$ cat src/verilog/dmcp_pkg.sv
// Purpose: Shared constants and carriers for the two-channel direct memory path
// Assumes: core_clk at 10 MHz; all pins taken as synchronous logic levels
// Notes: Pin levels keep their active-low sense; names ending in _n are low-true
package dmcp_pkg;
  localparam int unsigned CLK_PERIOD_NS = 100;
  localparam int unsigned SINGLE_NS = 3816;
  localparam int unsigned CHAIN_NS = 3392;
  localparam int unsigned WAIT_NS = 11000;
  localparam int unsigned SINGLE_CYC = (SINGLE_NS + CLK_PERIOD_NS - 1) / CLK_PERIOD_NS;
  localparam int unsigned CHAIN_CYC = (CHAIN_NS + CLK_PERIOD_NS - 1) / CLK_PERIOD_NS;
  localparam int unsigned WAIT_CYC = WAIT_NS / CLK_PERIOD_NS;
  localparam int unsigned PH_W = 6;
  localparam int unsigned WAIT_W = 7;
  localparam int unsigned ADDR_W = 13;
  localparam int unsigned DATA_W = 12;
  localparam int unsigned HALF_W = 6;
  // Phase marks within one cycle: ON, RD and LATCH marks counted from the grant decision, END marks back from the cycle end
  localparam logic [PH_W-1:0] PH_RD = 6'h01;
  localparam logic [PH_W-1:0] PH_LATCH = 6'h03;
  localparam logic [PH_W-1:0] PH_GATE_ON = 6'h03;
  localparam logic [PH_W-1:0] PH_DRV_ON = 6'h04;
  localparam logic [PH_W-1:0] PH_STB_ON = 6'h07;
  localparam logic [PH_W-1:0] PH_GNT_END = 6'h03;
  localparam logic [PH_W-1:0] PH_DRV_END = 6'h03;
  localparam logic [PH_W-1:0] PH_GATE_END = 6'h05;
  localparam logic [PH_W-1:0] PH_WR_END = 6'h04;
  localparam logic [PH_W-1:0] PH_STB_END = 6'h06;
  // Register port
  localparam int unsigned REG_AW = 4;
  localparam logic [REG_AW-1:0] CTRL_OFS = 4'h0;
  localparam logic [REG_AW-1:0] STAT_OFS = 4'h4;
  localparam int unsigned CTRL_EN_A = 0;
  localparam int unsigned CTRL_EN_B = 1;
  localparam logic [1:0] CTRL_RST = 2'h3;

  typedef struct packed {
    logic [ADDR_W-1:0] word_address_lines_n;
    logic cycle_request_n;
    logic direction_in_n;
  } dmcp_sub_in_t;

  typedef struct packed {
    logic grant_n;
    logic out_strobe_n;
    logic in_gate_n;
  } dmcp_sub_out_t;

  typedef struct packed {
    logic [ADDR_W-1:0] addr;
    logic [DATA_W-1:0] wdata;
    logic we;
    logic re;
  } dmcp_mem_t;

  typedef enum logic {ST_IDLE, ST_XFER} dmcp_state_t;
endpackage
$ cat src/verilog/dmcp_channel_pair.sv
// Purpose: Two-channel direct memory cycle stealer with subchannel handshake
// Assumes: Memory read data returns the cycle after a read strobe
// Notes: Processor supplies run state and end-of-instruction pulses
//
// Decided for this implementation: the plain strobed port and the placing of the registers.
`timescale 1ns/100ps
module dmcp_channel_pair (
  input wire logic core_clk,
  input wire logic resetn,
  input wire dmcp_pkg::dmcp_sub_in_t chan_a_in,
  input wire dmcp_pkg::dmcp_sub_in_t chan_b_in,
  output dmcp_pkg::dmcp_sub_out_t chan_a_out,
  output dmcp_pkg::dmcp_sub_out_t chan_b_out,
  output logic [dmcp_pkg::HALF_W-1:0] io_addr_bus_lines_n_o,
  output logic io_addr_bus_lines_oe,
  input wire logic [dmcp_pkg::DATA_W-1:0] io_data_bus_lines_n_i,
  output logic [dmcp_pkg::DATA_W-1:0] io_data_bus_lines_n_o,
  output logic [dmcp_pkg::DATA_W-1:0] io_data_bus_lines_oe,
  output dmcp_pkg::dmcp_mem_t mem_o,
  input wire logic [dmcp_pkg::DATA_W-1:0] mem_rdata,
  input wire logic cpu_running,
  input wire logic instr_end,
  output logic cpu_suspend,
  input wire logic [dmcp_pkg::REG_AW-1:0] reg_addr,
  input wire logic [31:0] reg_wdata,
  input wire logic reg_wr,
  input wire logic reg_rd,
  output logic [31:0] reg_rdata
);
  import dmcp_pkg::*;

  function automatic logic in_win(input logic [PH_W-1:0] ph, input logic [PH_W-1:0] lo,
                                  input logic [PH_W-1:0] hi);
    in_win = (ph >= lo) && (ph <= hi);
  endfunction

  dmcp_state_t state_q;
  logic [PH_W-1:0] phase_q;
  logic [PH_W-1:0] len_q;
  logic [WAIT_W-1:0] wait_q;
  logic sel_b_q;
  logic dir_in_q;
  logic chained_q;
  logic [ADDR_W-1:0] addr_q;
  logic [DATA_W-1:0] dout_q;
  logic [DATA_W-1:0] din_q;
  logic [1:0] ctrl_q;
  logic req_a;
  logic req_b;
  logic any_req;
  logic last;
  logic start;
  logic busy;
  logic grant_c;
  logic drv_c;
  logic strobe_c;
  logic gate_c;
  logic grant_q;
  logic drv_q;
  logic strobe_q;
  logic gate_q;

  assign req_a = !chan_a_in.cycle_request_n && ctrl_q[CTRL_EN_A];
  assign req_b = !chan_b_in.cycle_request_n && ctrl_q[CTRL_EN_B];
  assign any_req = req_a || req_b;
  assign busy = (state_q == ST_XFER);
  assign last = busy && (phase_q == len_q - 6'h01);
  // Idle start at end of instruction, or forced when the wait bound runs out
  assign start = cpu_running && any_req &&
                 ((!busy && (instr_end || (wait_q == WAIT_CYC[WAIT_W-1:0] - 7'h01)))
                  || last);

  // Sequencer
  always_ff @(posedge core_clk) begin
    if (!resetn) begin
      state_q <= ST_IDLE;
      phase_q <= '0;
      len_q <= SINGLE_CYC[PH_W-1:0];
      chained_q <= 1'b0;
    end else if (start) begin
      state_q <= ST_XFER;
      phase_q <= '0;
      chained_q <= busy;
      len_q <= busy ? CHAIN_CYC[PH_W-1:0] : SINGLE_CYC[PH_W-1:0];
    end else if (last) begin
      state_q <= ST_IDLE;
      phase_q <= '0;
      chained_q <= 1'b0;
    end else if (busy) begin
      phase_q <= phase_q + 6'h01;
    end
  end

  // Latency guard while a request waits for an instruction boundary
  always_ff @(posedge core_clk) begin
    if (!resetn) begin
      wait_q <= '0;
    end else if (busy || !any_req || !cpu_running || start) begin
      wait_q <= '0;
    end else begin
      wait_q <= wait_q + 7'h01;
    end
  end

  // Capture of the winning subchannel; channel A wins a tie
  always_ff @(posedge core_clk) begin
    if (!resetn) begin
      sel_b_q <= 1'b0;
      dir_in_q <= 1'b0;
      addr_q <= '0;
    end else if (start) begin
      sel_b_q <= !req_a;
      dir_in_q <= req_a ? !chan_a_in.direction_in_n : !chan_b_in.direction_in_n;
      addr_q <= req_a ? ~chan_a_in.word_address_lines_n : ~chan_b_in.word_address_lines_n;
    end
  end

  // Phase windows, registered below so every pin comes from a flop
  always_comb begin
    grant_c = busy && !last && (phase_q <= len_q - PH_GNT_END);
    drv_c = busy && !dir_in_q && in_win(phase_q, PH_DRV_ON, len_q - PH_DRV_END);
    strobe_c = busy && !dir_in_q && in_win(phase_q, PH_STB_ON, len_q - PH_STB_END);
    gate_c = busy && dir_in_q && in_win(phase_q, PH_GATE_ON, len_q - PH_GATE_END);
  end

  always_ff @(posedge core_clk) begin
    if (!resetn) begin
      grant_q <= 1'b0;
      drv_q <= 1'b0;
      strobe_q <= 1'b0;
      gate_q <= 1'b0;
    end else begin
      grant_q <= grant_c;
      drv_q <= drv_c;
      strobe_q <= strobe_c;
      gate_q <= gate_c;
    end
  end

  // Subchannel pins: each control reaches only the selected subchannel
  always_comb begin
    chan_a_out.grant_n = !(grant_q && !sel_b_q);
    chan_b_out.grant_n = !(grant_q && sel_b_q);
    chan_a_out.out_strobe_n = !(strobe_q && !sel_b_q);
    chan_b_out.out_strobe_n = !(strobe_q && sel_b_q);
    chan_a_out.in_gate_n = !(gate_q && !sel_b_q);
    chan_b_out.in_gate_n = !(gate_q && sel_b_q);
  end

  // Data path: memory read for output, bus sample for input
  always_ff @(posedge core_clk) begin
    if (!resetn) begin
      dout_q <= '0;
      din_q <= '0;
    end else begin
      if (busy && !dir_in_q && phase_q == PH_LATCH) begin
        dout_q <= mem_rdata;
      end
      if (busy && dir_in_q && phase_q == len_q - PH_GATE_END) begin
        din_q <= ~io_data_bus_lines_n_i;
      end
    end
  end

  // Memory port; only the addressed word can change
  always_ff @(posedge core_clk) begin
    if (!resetn) begin
      mem_o <= '0;
    end else begin
      mem_o.addr <= addr_q;
      mem_o.wdata <= din_q;
      mem_o.re <= busy && !dir_in_q && phase_q == PH_RD;
      mem_o.we <= busy && dir_in_q && phase_q == len_q - PH_WR_END;
    end
  end

  // Low six bits on the address lines, high six on data lines 7 to 12
  always_comb begin
    io_addr_bus_lines_n_o = ~dout_q[HALF_W-1:0];
    io_addr_bus_lines_oe = drv_q;
    io_data_bus_lines_n_o = {~dout_q[DATA_W-1:HALF_W], {HALF_W{1'b1}}};
    io_data_bus_lines_oe = {{HALF_W{drv_q}}, {HALF_W{1'b0}}};
  end

  // Program held off for the whole stolen cycle, nothing else touched
  assign cpu_suspend = busy;

  // Register port
  always_ff @(posedge core_clk) begin
    if (!resetn) begin
      ctrl_q <= CTRL_RST;
    end else if (reg_wr && reg_addr == CTRL_OFS) begin
      ctrl_q <= reg_wdata[1:0];
    end
  end

  always_ff @(posedge core_clk) begin
    if (!resetn) begin
      reg_rdata <= '0;
    end else if (reg_rd) begin
      unique case (reg_addr)
        CTRL_OFS: reg_rdata <= {30'h0, ctrl_q};
        STAT_OFS: reg_rdata <= {28'h0, chained_q, dir_in_q, sel_b_q, busy};
        default: reg_rdata <= '0;
      endcase
    end else begin
      reg_rdata <= '0;
    end
  end

  // Checks
  grant_exclusive_a: assert property (@(posedge core_clk) disable iff (!resetn)
    !(!chan_a_out.grant_n && !chan_b_out.grant_n))
    else $error("both grants active");

  strobe_scope_a: assert property (@(posedge core_clk) disable iff (!resetn)
    (!chan_a_out.out_strobe_n || !chan_b_out.out_strobe_n) |->
      (!dir_in_q && grant_q && io_addr_bus_lines_oe))
    else $error("strobe outside granted output");

  gate_scope_a: assert property (@(posedge core_clk) disable iff (!resetn)
    !chan_b_out.in_gate_n |-> (dir_in_q && !chan_b_out.grant_n && chan_a_out.in_gate_n))
    else $error("input gate outside granted input");

  single_length_a: assert property (@(posedge core_clk) disable iff (!resetn)
    (!busy && start) |=> (busy && len_q == 6'h27 && cpu_suspend))
    else $error("lone cycle length wrong");

  chain_length_a: assert property (@(posedge core_clk) disable iff (!resetn)
    (last && start) |=> (busy && phase_q == 6'h00 && len_q == 6'h22))
    else $error("chained cycle not immediate");

  chain_continue_a: assert property (@(posedge core_clk) disable iff (!resetn)
    (last && cpu_running && any_req) |=> busy [*8])
    else $error("held request lost its cycle");

  halted_idle_a: assert property (@(posedge core_clk) disable iff (!resetn)
    (!busy && !cpu_running) |=> !busy)
    else $error("cycle started while halted");

  wait_bound_a: assert property (@(posedge core_clk) disable iff (!resetn)
    (!busy && req_a && cpu_running && $stable(req_a)) |-> ##[0:110] (busy || !req_a))
    else $error("channel A waited too long");

  tie_priority_a: assert property (@(posedge core_clk) disable iff (!resetn)
    (start && req_a && req_b) |=> !sel_b_q ##1 !chan_a_out.grant_n)
    else $error("channel B won a tie");

  out_split_a: assert property (@(posedge core_clk) disable iff (!resetn)
    $rose(strobe_q) |-> (({io_data_bus_lines_n_o[DATA_W-1:HALF_W], io_addr_bus_lines_n_o} ==
      ~$past(mem_rdata, 5)) && io_addr_bus_lines_oe && io_data_bus_lines_oe == 12'hFC0))
    else $error("output data not on split lines");

  input_write_a: assert property (@(posedge core_clk) disable iff (!resetn)
    mem_o.we |-> (dir_in_q && $past(gate_q, 2) &&
      mem_o.wdata == ~$past(io_data_bus_lines_n_i, 2)))
    else $error("memory write without input gating");
endmodule

$ cat config.mk
export PLATFORM = sky130hd
export DESIGN_NAME = dmcp_channel_pair
export DESIGN_NICKNAME = d
export VERILOG_FILES = /design/src/verilog/dmcp_pkg.sv /design/src/verilog/dmcp_channel_pair.sv
export SDC_FILE = /design/constraint.sdc
export NUM_CORES = 1
export LEC_CHECK = 0
export ABC_AREA = 1
export BUFFER_PORTS_ARGS = -buffer_cell sky130_fd_sc_hd__buf_2
export CAP_MARGIN = 20
export CORE_MARGIN = 2
export CORE_UTILIZATION = 46
export DETAILED_ROUTE_END_ITERATION = 10
export PLACE_DENSITY = 0.88
export SKIP_CTS_REPAIR_TIMING = 1
export SYNTH_ARGS = -nofsm -noshare
export SYNTH_HDL_FRONTEND = slang
export SYNTH_SLANG_ARGS = --single-unit
$ cat constraint.sdc
create_clock -name core_clk -period 2.21 [get_ports core_clk]
set_input_delay 0.221 -clock core_clk [delete_from_list [all_inputs] [get_ports core_clk]]
set_output_delay 0.221 -clock core_clk [all_outputs]
set_load 0.05 [all_outputs]
# == Word level (Yosys, flattened, before mapping) ==
# Index checks and enable logic that the tools add are counted.
# totals
reg_bits,125
output_inout_bits,97
# op_classes
addsub,7
n_lt_le_gt_ge,6
eq_ne,7
mux,7
bitwise_logic,6
n_reduce_logical,55
# ops
op,n
logical AND 1 bit,27
NOT 13 bit,2
equality test 6 bit,3
<= comparator 6 bit,3
subtractor 6 x 3 -> 6 bit (second input constant),3
logical NOT 1 bit,17
two-way mux 13 bit,1
>= comparator 6 x 3 -> 1 bit (second input constant),2
NOT 12 bit,1
NOT 6 bit,2
case mux 4 bit (2 select lines),1
adder 7 x 1 -> 7 bit (second input constant),1
equality test 7 bit (second input constant),1
adder 6 x 1 -> 6 bit (second input constant),1
equality test 6 x 1 -> 1 bit (second input constant),1
equality test 6 x 2 -> 1 bit (second input constant),1
>= comparator 6 x 2 -> 1 bit (second input constant),1
logical OR 1 bit,6
subtractor 6 x 1 -> 6 bit (second input constant),1
subtractor 6 x 2 -> 6 bit (second input constant),1
equality test 4 x 3 -> 1 bit (second input constant),1
logical NOT 4 bit,1
two-way mux 1 bit,4
two-way mux 3 bit,1
5 further kinds,5

# == Depth between registers and ports, before layout ==
# logic_depth
word_depth,8
ltp_mapped,11

# == Worst setup path after synthesis ==
# No wires, ideal clock.
# synth_path
path_type,register to register
start,register len_q[0]
end,register addr_q[10]
setup_ns,0.116
t_arrival_ns,1.591
setup_slack_ns,0.503
stages_incl_launch_ff,11
path_buffers,1
period_less_slack_ns,1.707
cell_sequence,dfxtp_1 inv_1 ha_1 nand2_1 inv_1 nand3_1 nand2_2 nand3_2 buf_2 a21oi_1 nor2_1
# synth_between
elab_chain_len,5
# synth_rtl
item,line,rtl
from (decl),dmcp_channel_pair.sv:39,logic [PH_W-1:0] len_q;
from (signal assigned),dmcp_channel_pair.sv:78,len_q <= SINGLE_CYC[PH_W-1:0];
from (signal assigned),dmcp_channel_pair.sv:84,len_q <= busy ? CHAIN_CYC[PH_W-1:0] : SINGLE_CYC[PH_W-1:0];
subtractor 6 x 1 -> 6 bit,dmcp_channel_pair.sv:67,assign last = busy && (phase_q == len_q - 6'h01);
equality test 6 bit,dmcp_channel_pair.sv:67,
logical AND 1 bit,dmcp_channel_pair.sv:67,
logical OR 1 bit,dmcp_channel_pair.sv:71,|| last);
logical AND 1 bit,dmcp_channel_pair.sv:69,assign start = cpu_running && any_req &&
to (signal assigned),dmcp_channel_pair.sv:114,addr_q <= req_a ? ~chan_a_in.word_address_lines_n : ~chan_b_in.word_address_lines_n;
to (decl),dmcp_channel_pair.sv:44,logic [ADDR_W-1:0] addr_q;
# Every way passes these cells.
# A chain may end at the register's enable or synchronous reset.

# == Worst setup path in the final report ==
# layout_path
start,register phase_q[0]
end,register addr_q[11]
# layout_between
elab_chain_len,4
# layout_rtl
item,line,rtl
from (decl),dmcp_channel_pair.sv:38,logic [PH_W-1:0] phase_q;
from (signal assigned),dmcp_channel_pair.sv:90,phase_q <= phase_q + 6'h01;
equality test 6 bit,dmcp_channel_pair.sv:67,
logical AND 1 bit,dmcp_channel_pair.sv:67,
logical OR 1 bit,dmcp_channel_pair.sv:71,
logical AND 1 bit,dmcp_channel_pair.sv:69,
# Every way passes these cells.

==> flow_metrics.env <==
export IMPL_status="finished clean"
export IMPL_drc_errors=0
export IMPL_io_pins=193
export IMPL_drv_cap=0
export IMPL_powerDensity_mw_per_mm2=725.4
export IMPL_wl_met1_um=3469
export IMPL_avgSynthCellArea_sq_um=7.914
export IMPL_cts_buffers=9
export IMPL_totalWireLength_um=8460
export IMPL_clkTransAtPathRegs_ps=90
export IMPL_synth_edf_count=0
export IMPL_r2r_start="phase_q[0]"
export IMPL_ant_nets=0
export IMPL_reg2reg_depth=11
export IMPL_rows=34
export IMPL_max_vdd_ir_drop_mv=0.2886
export IMPL_r2r_slack_ps=270
export IMPL_hold_ws_ps=26.41
export IMPL_diodes=0
export IMPL_hold_path_class="primary input to register"
export IMPL_final_cell_mix="buf_2, dfxtp_1, nand2_1"
export IMPL_grt_setup_unrepaired="no"
export IMPL_synth_area_leaders="dfxtp_1, buf_4, nand2_1"
export IMPL_grt_pass1_wl_um=13810
export IMPL_worstSetupPathType="register to register"
export IMPL_gr_usage_all_layers=0.1766
export IMPL_ys_seq_area_frac=0.4590
export IMPL_finalWeightedCongestion=0.8671
export IMPL_nNetsFinal=730
export IMPL_drv_slew=0
export IMPL_routedWlPerCell_um=11.53
export IMPL_yosysWarnings=0
export IMPL_p_leak_uw=0.002439
export IMPL_io_buffers=122
export IMPL_start_util=0.4669
export IMPL_die_w_um=97.40
export IMPL_layout_commonest_cell="buf_2"
export IMPL_crit_required_ps=2500
export IMPL_finalCritPeriodShare=0.8792
export IMPL_reg2reg_to="addr_q[11]"
export IMPL_layout_drive_gt1_share=0.2604
export IMPL_worstHoldPathCells=2
export IMPL_synth_distinct_cells=34
export IMPL_route_top_layer_used="met5"
export IMPL_tns_ps=0
export IMPL_place_ws_ps=285.6
export IMPL_antenna_found_initial=1
export IMPL_route_vias_total=3360
export IMPL_max_freq_mhz=514.7
export IMPL_synthFlopType="dfxtp_1"
export IMPL_wl_met3_um=650
export IMPL_cp_start_kind="register"
export IMPL_synth_cell_area_sq_mm=0.004013
export IMPL_drt_iter0_drc=167
export IMPL_dr_pass1_iters=5
export IMPL_overflow=0
export IMPL_finalSetupViolations=0
export IMPL_die_area_sq_mm=0.009486
export IMPL_cts_sinks=92
export IMPL_synth_seq_cells=92
export IMPL_synth_top_area_frac=0.4590
export IMPL_met2WireLength_um=4145
export IMPL_crit_path_end_kind="register"
export IMPL_netlist_instances=507
export IMPL_grt_start_max_net_pins=58
export IMPL_area_growth_syn_to_layout_pct=18.21
export IMPL_cts_max_path_buffers=2
export IMPL_worstSkewPairLatency_ps=350
export IMPL_min_to="din_q[5]"
export IMPL_arrival_ps=2240
export IMPL_htreeDepth=3
export IMPL_hp_start="io_data_bus_lines_n_i[5]"
export IMPL_async_reset_ff_frac=0
export IMPL_cts_tree="done"
export IMPL_ctsRootBufferMaster="clkbuf_8"
export IMPL_dpl_hpwl_um=6427
export IMPL_finalCriticalPeriod_ps=1943
export IMPL_core_sq_mm=0.008593
export IMPL_finalWorstSetupSlack_ps=267.0
export IMPL_grt_pass1_vias=3098
export IMPL_viasPerCell=4.578
export IMPL_skew_ps=10.72
export IMPL_cp_max_fo=11
export IMPL_dieHeight_um=97.40
export IMPL_final_hold_viol_count=0
export IMPL_synth_largest_area_cell="dfxtp_1"
synth_stat cells, types with 3 or more instances:
cell and n:
a21oi_1 51, buf_2 8, buf_4 48, clkbuf_1 6
dfxtp_1 92, ha_1 13, inv_1 62, nand2_1 82
nand2_2 3, nand3_1 28, nor2_1 34, nor2_2 3
nor3_1 3, o21ai_0 34, o21ai_1 8, xor2_1 5
worst max path at each step:
stage                    start    endpoint  slack (ps)  depth (start not counted)
floorplan             len_q[0]  addr_q[10]         500                         10
global placement    phase_q[0]  addr_q[12]         350                         11
detailed placement  phase_q[0]  addr_q[11]         290                         11
CTS                 phase_q[0]  addr_q[11]         250                         11
global route        phase_q[0]  addr_q[11]          50                         11
finish              phase_q[0]  addr_q[11]         270                         11
logic make-up after synthesis:
group,synth area share
adders and majority gates,0.04054
buffers and inverters,0.1699
muxes,0.004989
DFF,0.4590
other,0.001872
xor gates and xnor gates,0.01310
AOI/OAI and AO/OA,0.1285
and+or+nand+nor,0.1821
where the power goes:
part	switching, uW	internal [uW]
sequential	23.2	1700
clock	602	652
combinational	353	111
total	978	2460
sequential cells by signal, indices dropped and copies added (netlist names):
name	cells
reg_rdata	4
cpu_suspend	1
gate_q	1
len_q	1
ctrl_q	2
chained_q	1
wait_q	7
grant_q	1
din_q	12
mem_o	27
dir_in_q	1
io_addr_bus_lines_oe	1
sel_b_q	1
strobe_q	1
addr_q	13
phase_q	6
dout_q	12
cell type report:
cell class / instances / area, sq um
Tap cell: 108 / 135.1
Inverter: 64 / 240.2
Multi-Input combinational cell: 324 / 1632
Clock buffer: 10 / 127.6
Timing Repair Buffer: 130 / 670.6
Sequential cell: 92 / 1842
Fill cell: 798 / 3850
Clock inverter: 6 / 96.34
metal layers:
metal / up-vias / global-route usage
li1: 1734 / -
met4: 2 / 0.05983
met5: - / 0
met1: 1466 / 0.2104
met2: 140 / 0.3034
met3: 18 / 0.05252
metrics by stage:
step	std cells	area, sq um	utilization	power (uW)
after floorplan	545	4155	-	2167
after global placement	718	4519	0.5259	2214
after detailed placement	718	4519	0.5259	2224
after CTS	734	4743	0.5520	3472
after global routing	734	4743	0.5520	3597
final	734	4743	0.5520	3441
worst max-delay path, stage by stage (launching register included):
cell     delay (ps)
dfxtp_1         390
inv_1           110
ha_1            330
nand2_1          70
inv_1           100
nand3_1         120
nand2_2         100
nand2_2          60
nor2_4          190
buf_4           190
o21ai_0          90
nor2_1          130
Note: power is estimated with default switching activity, not from simulation.
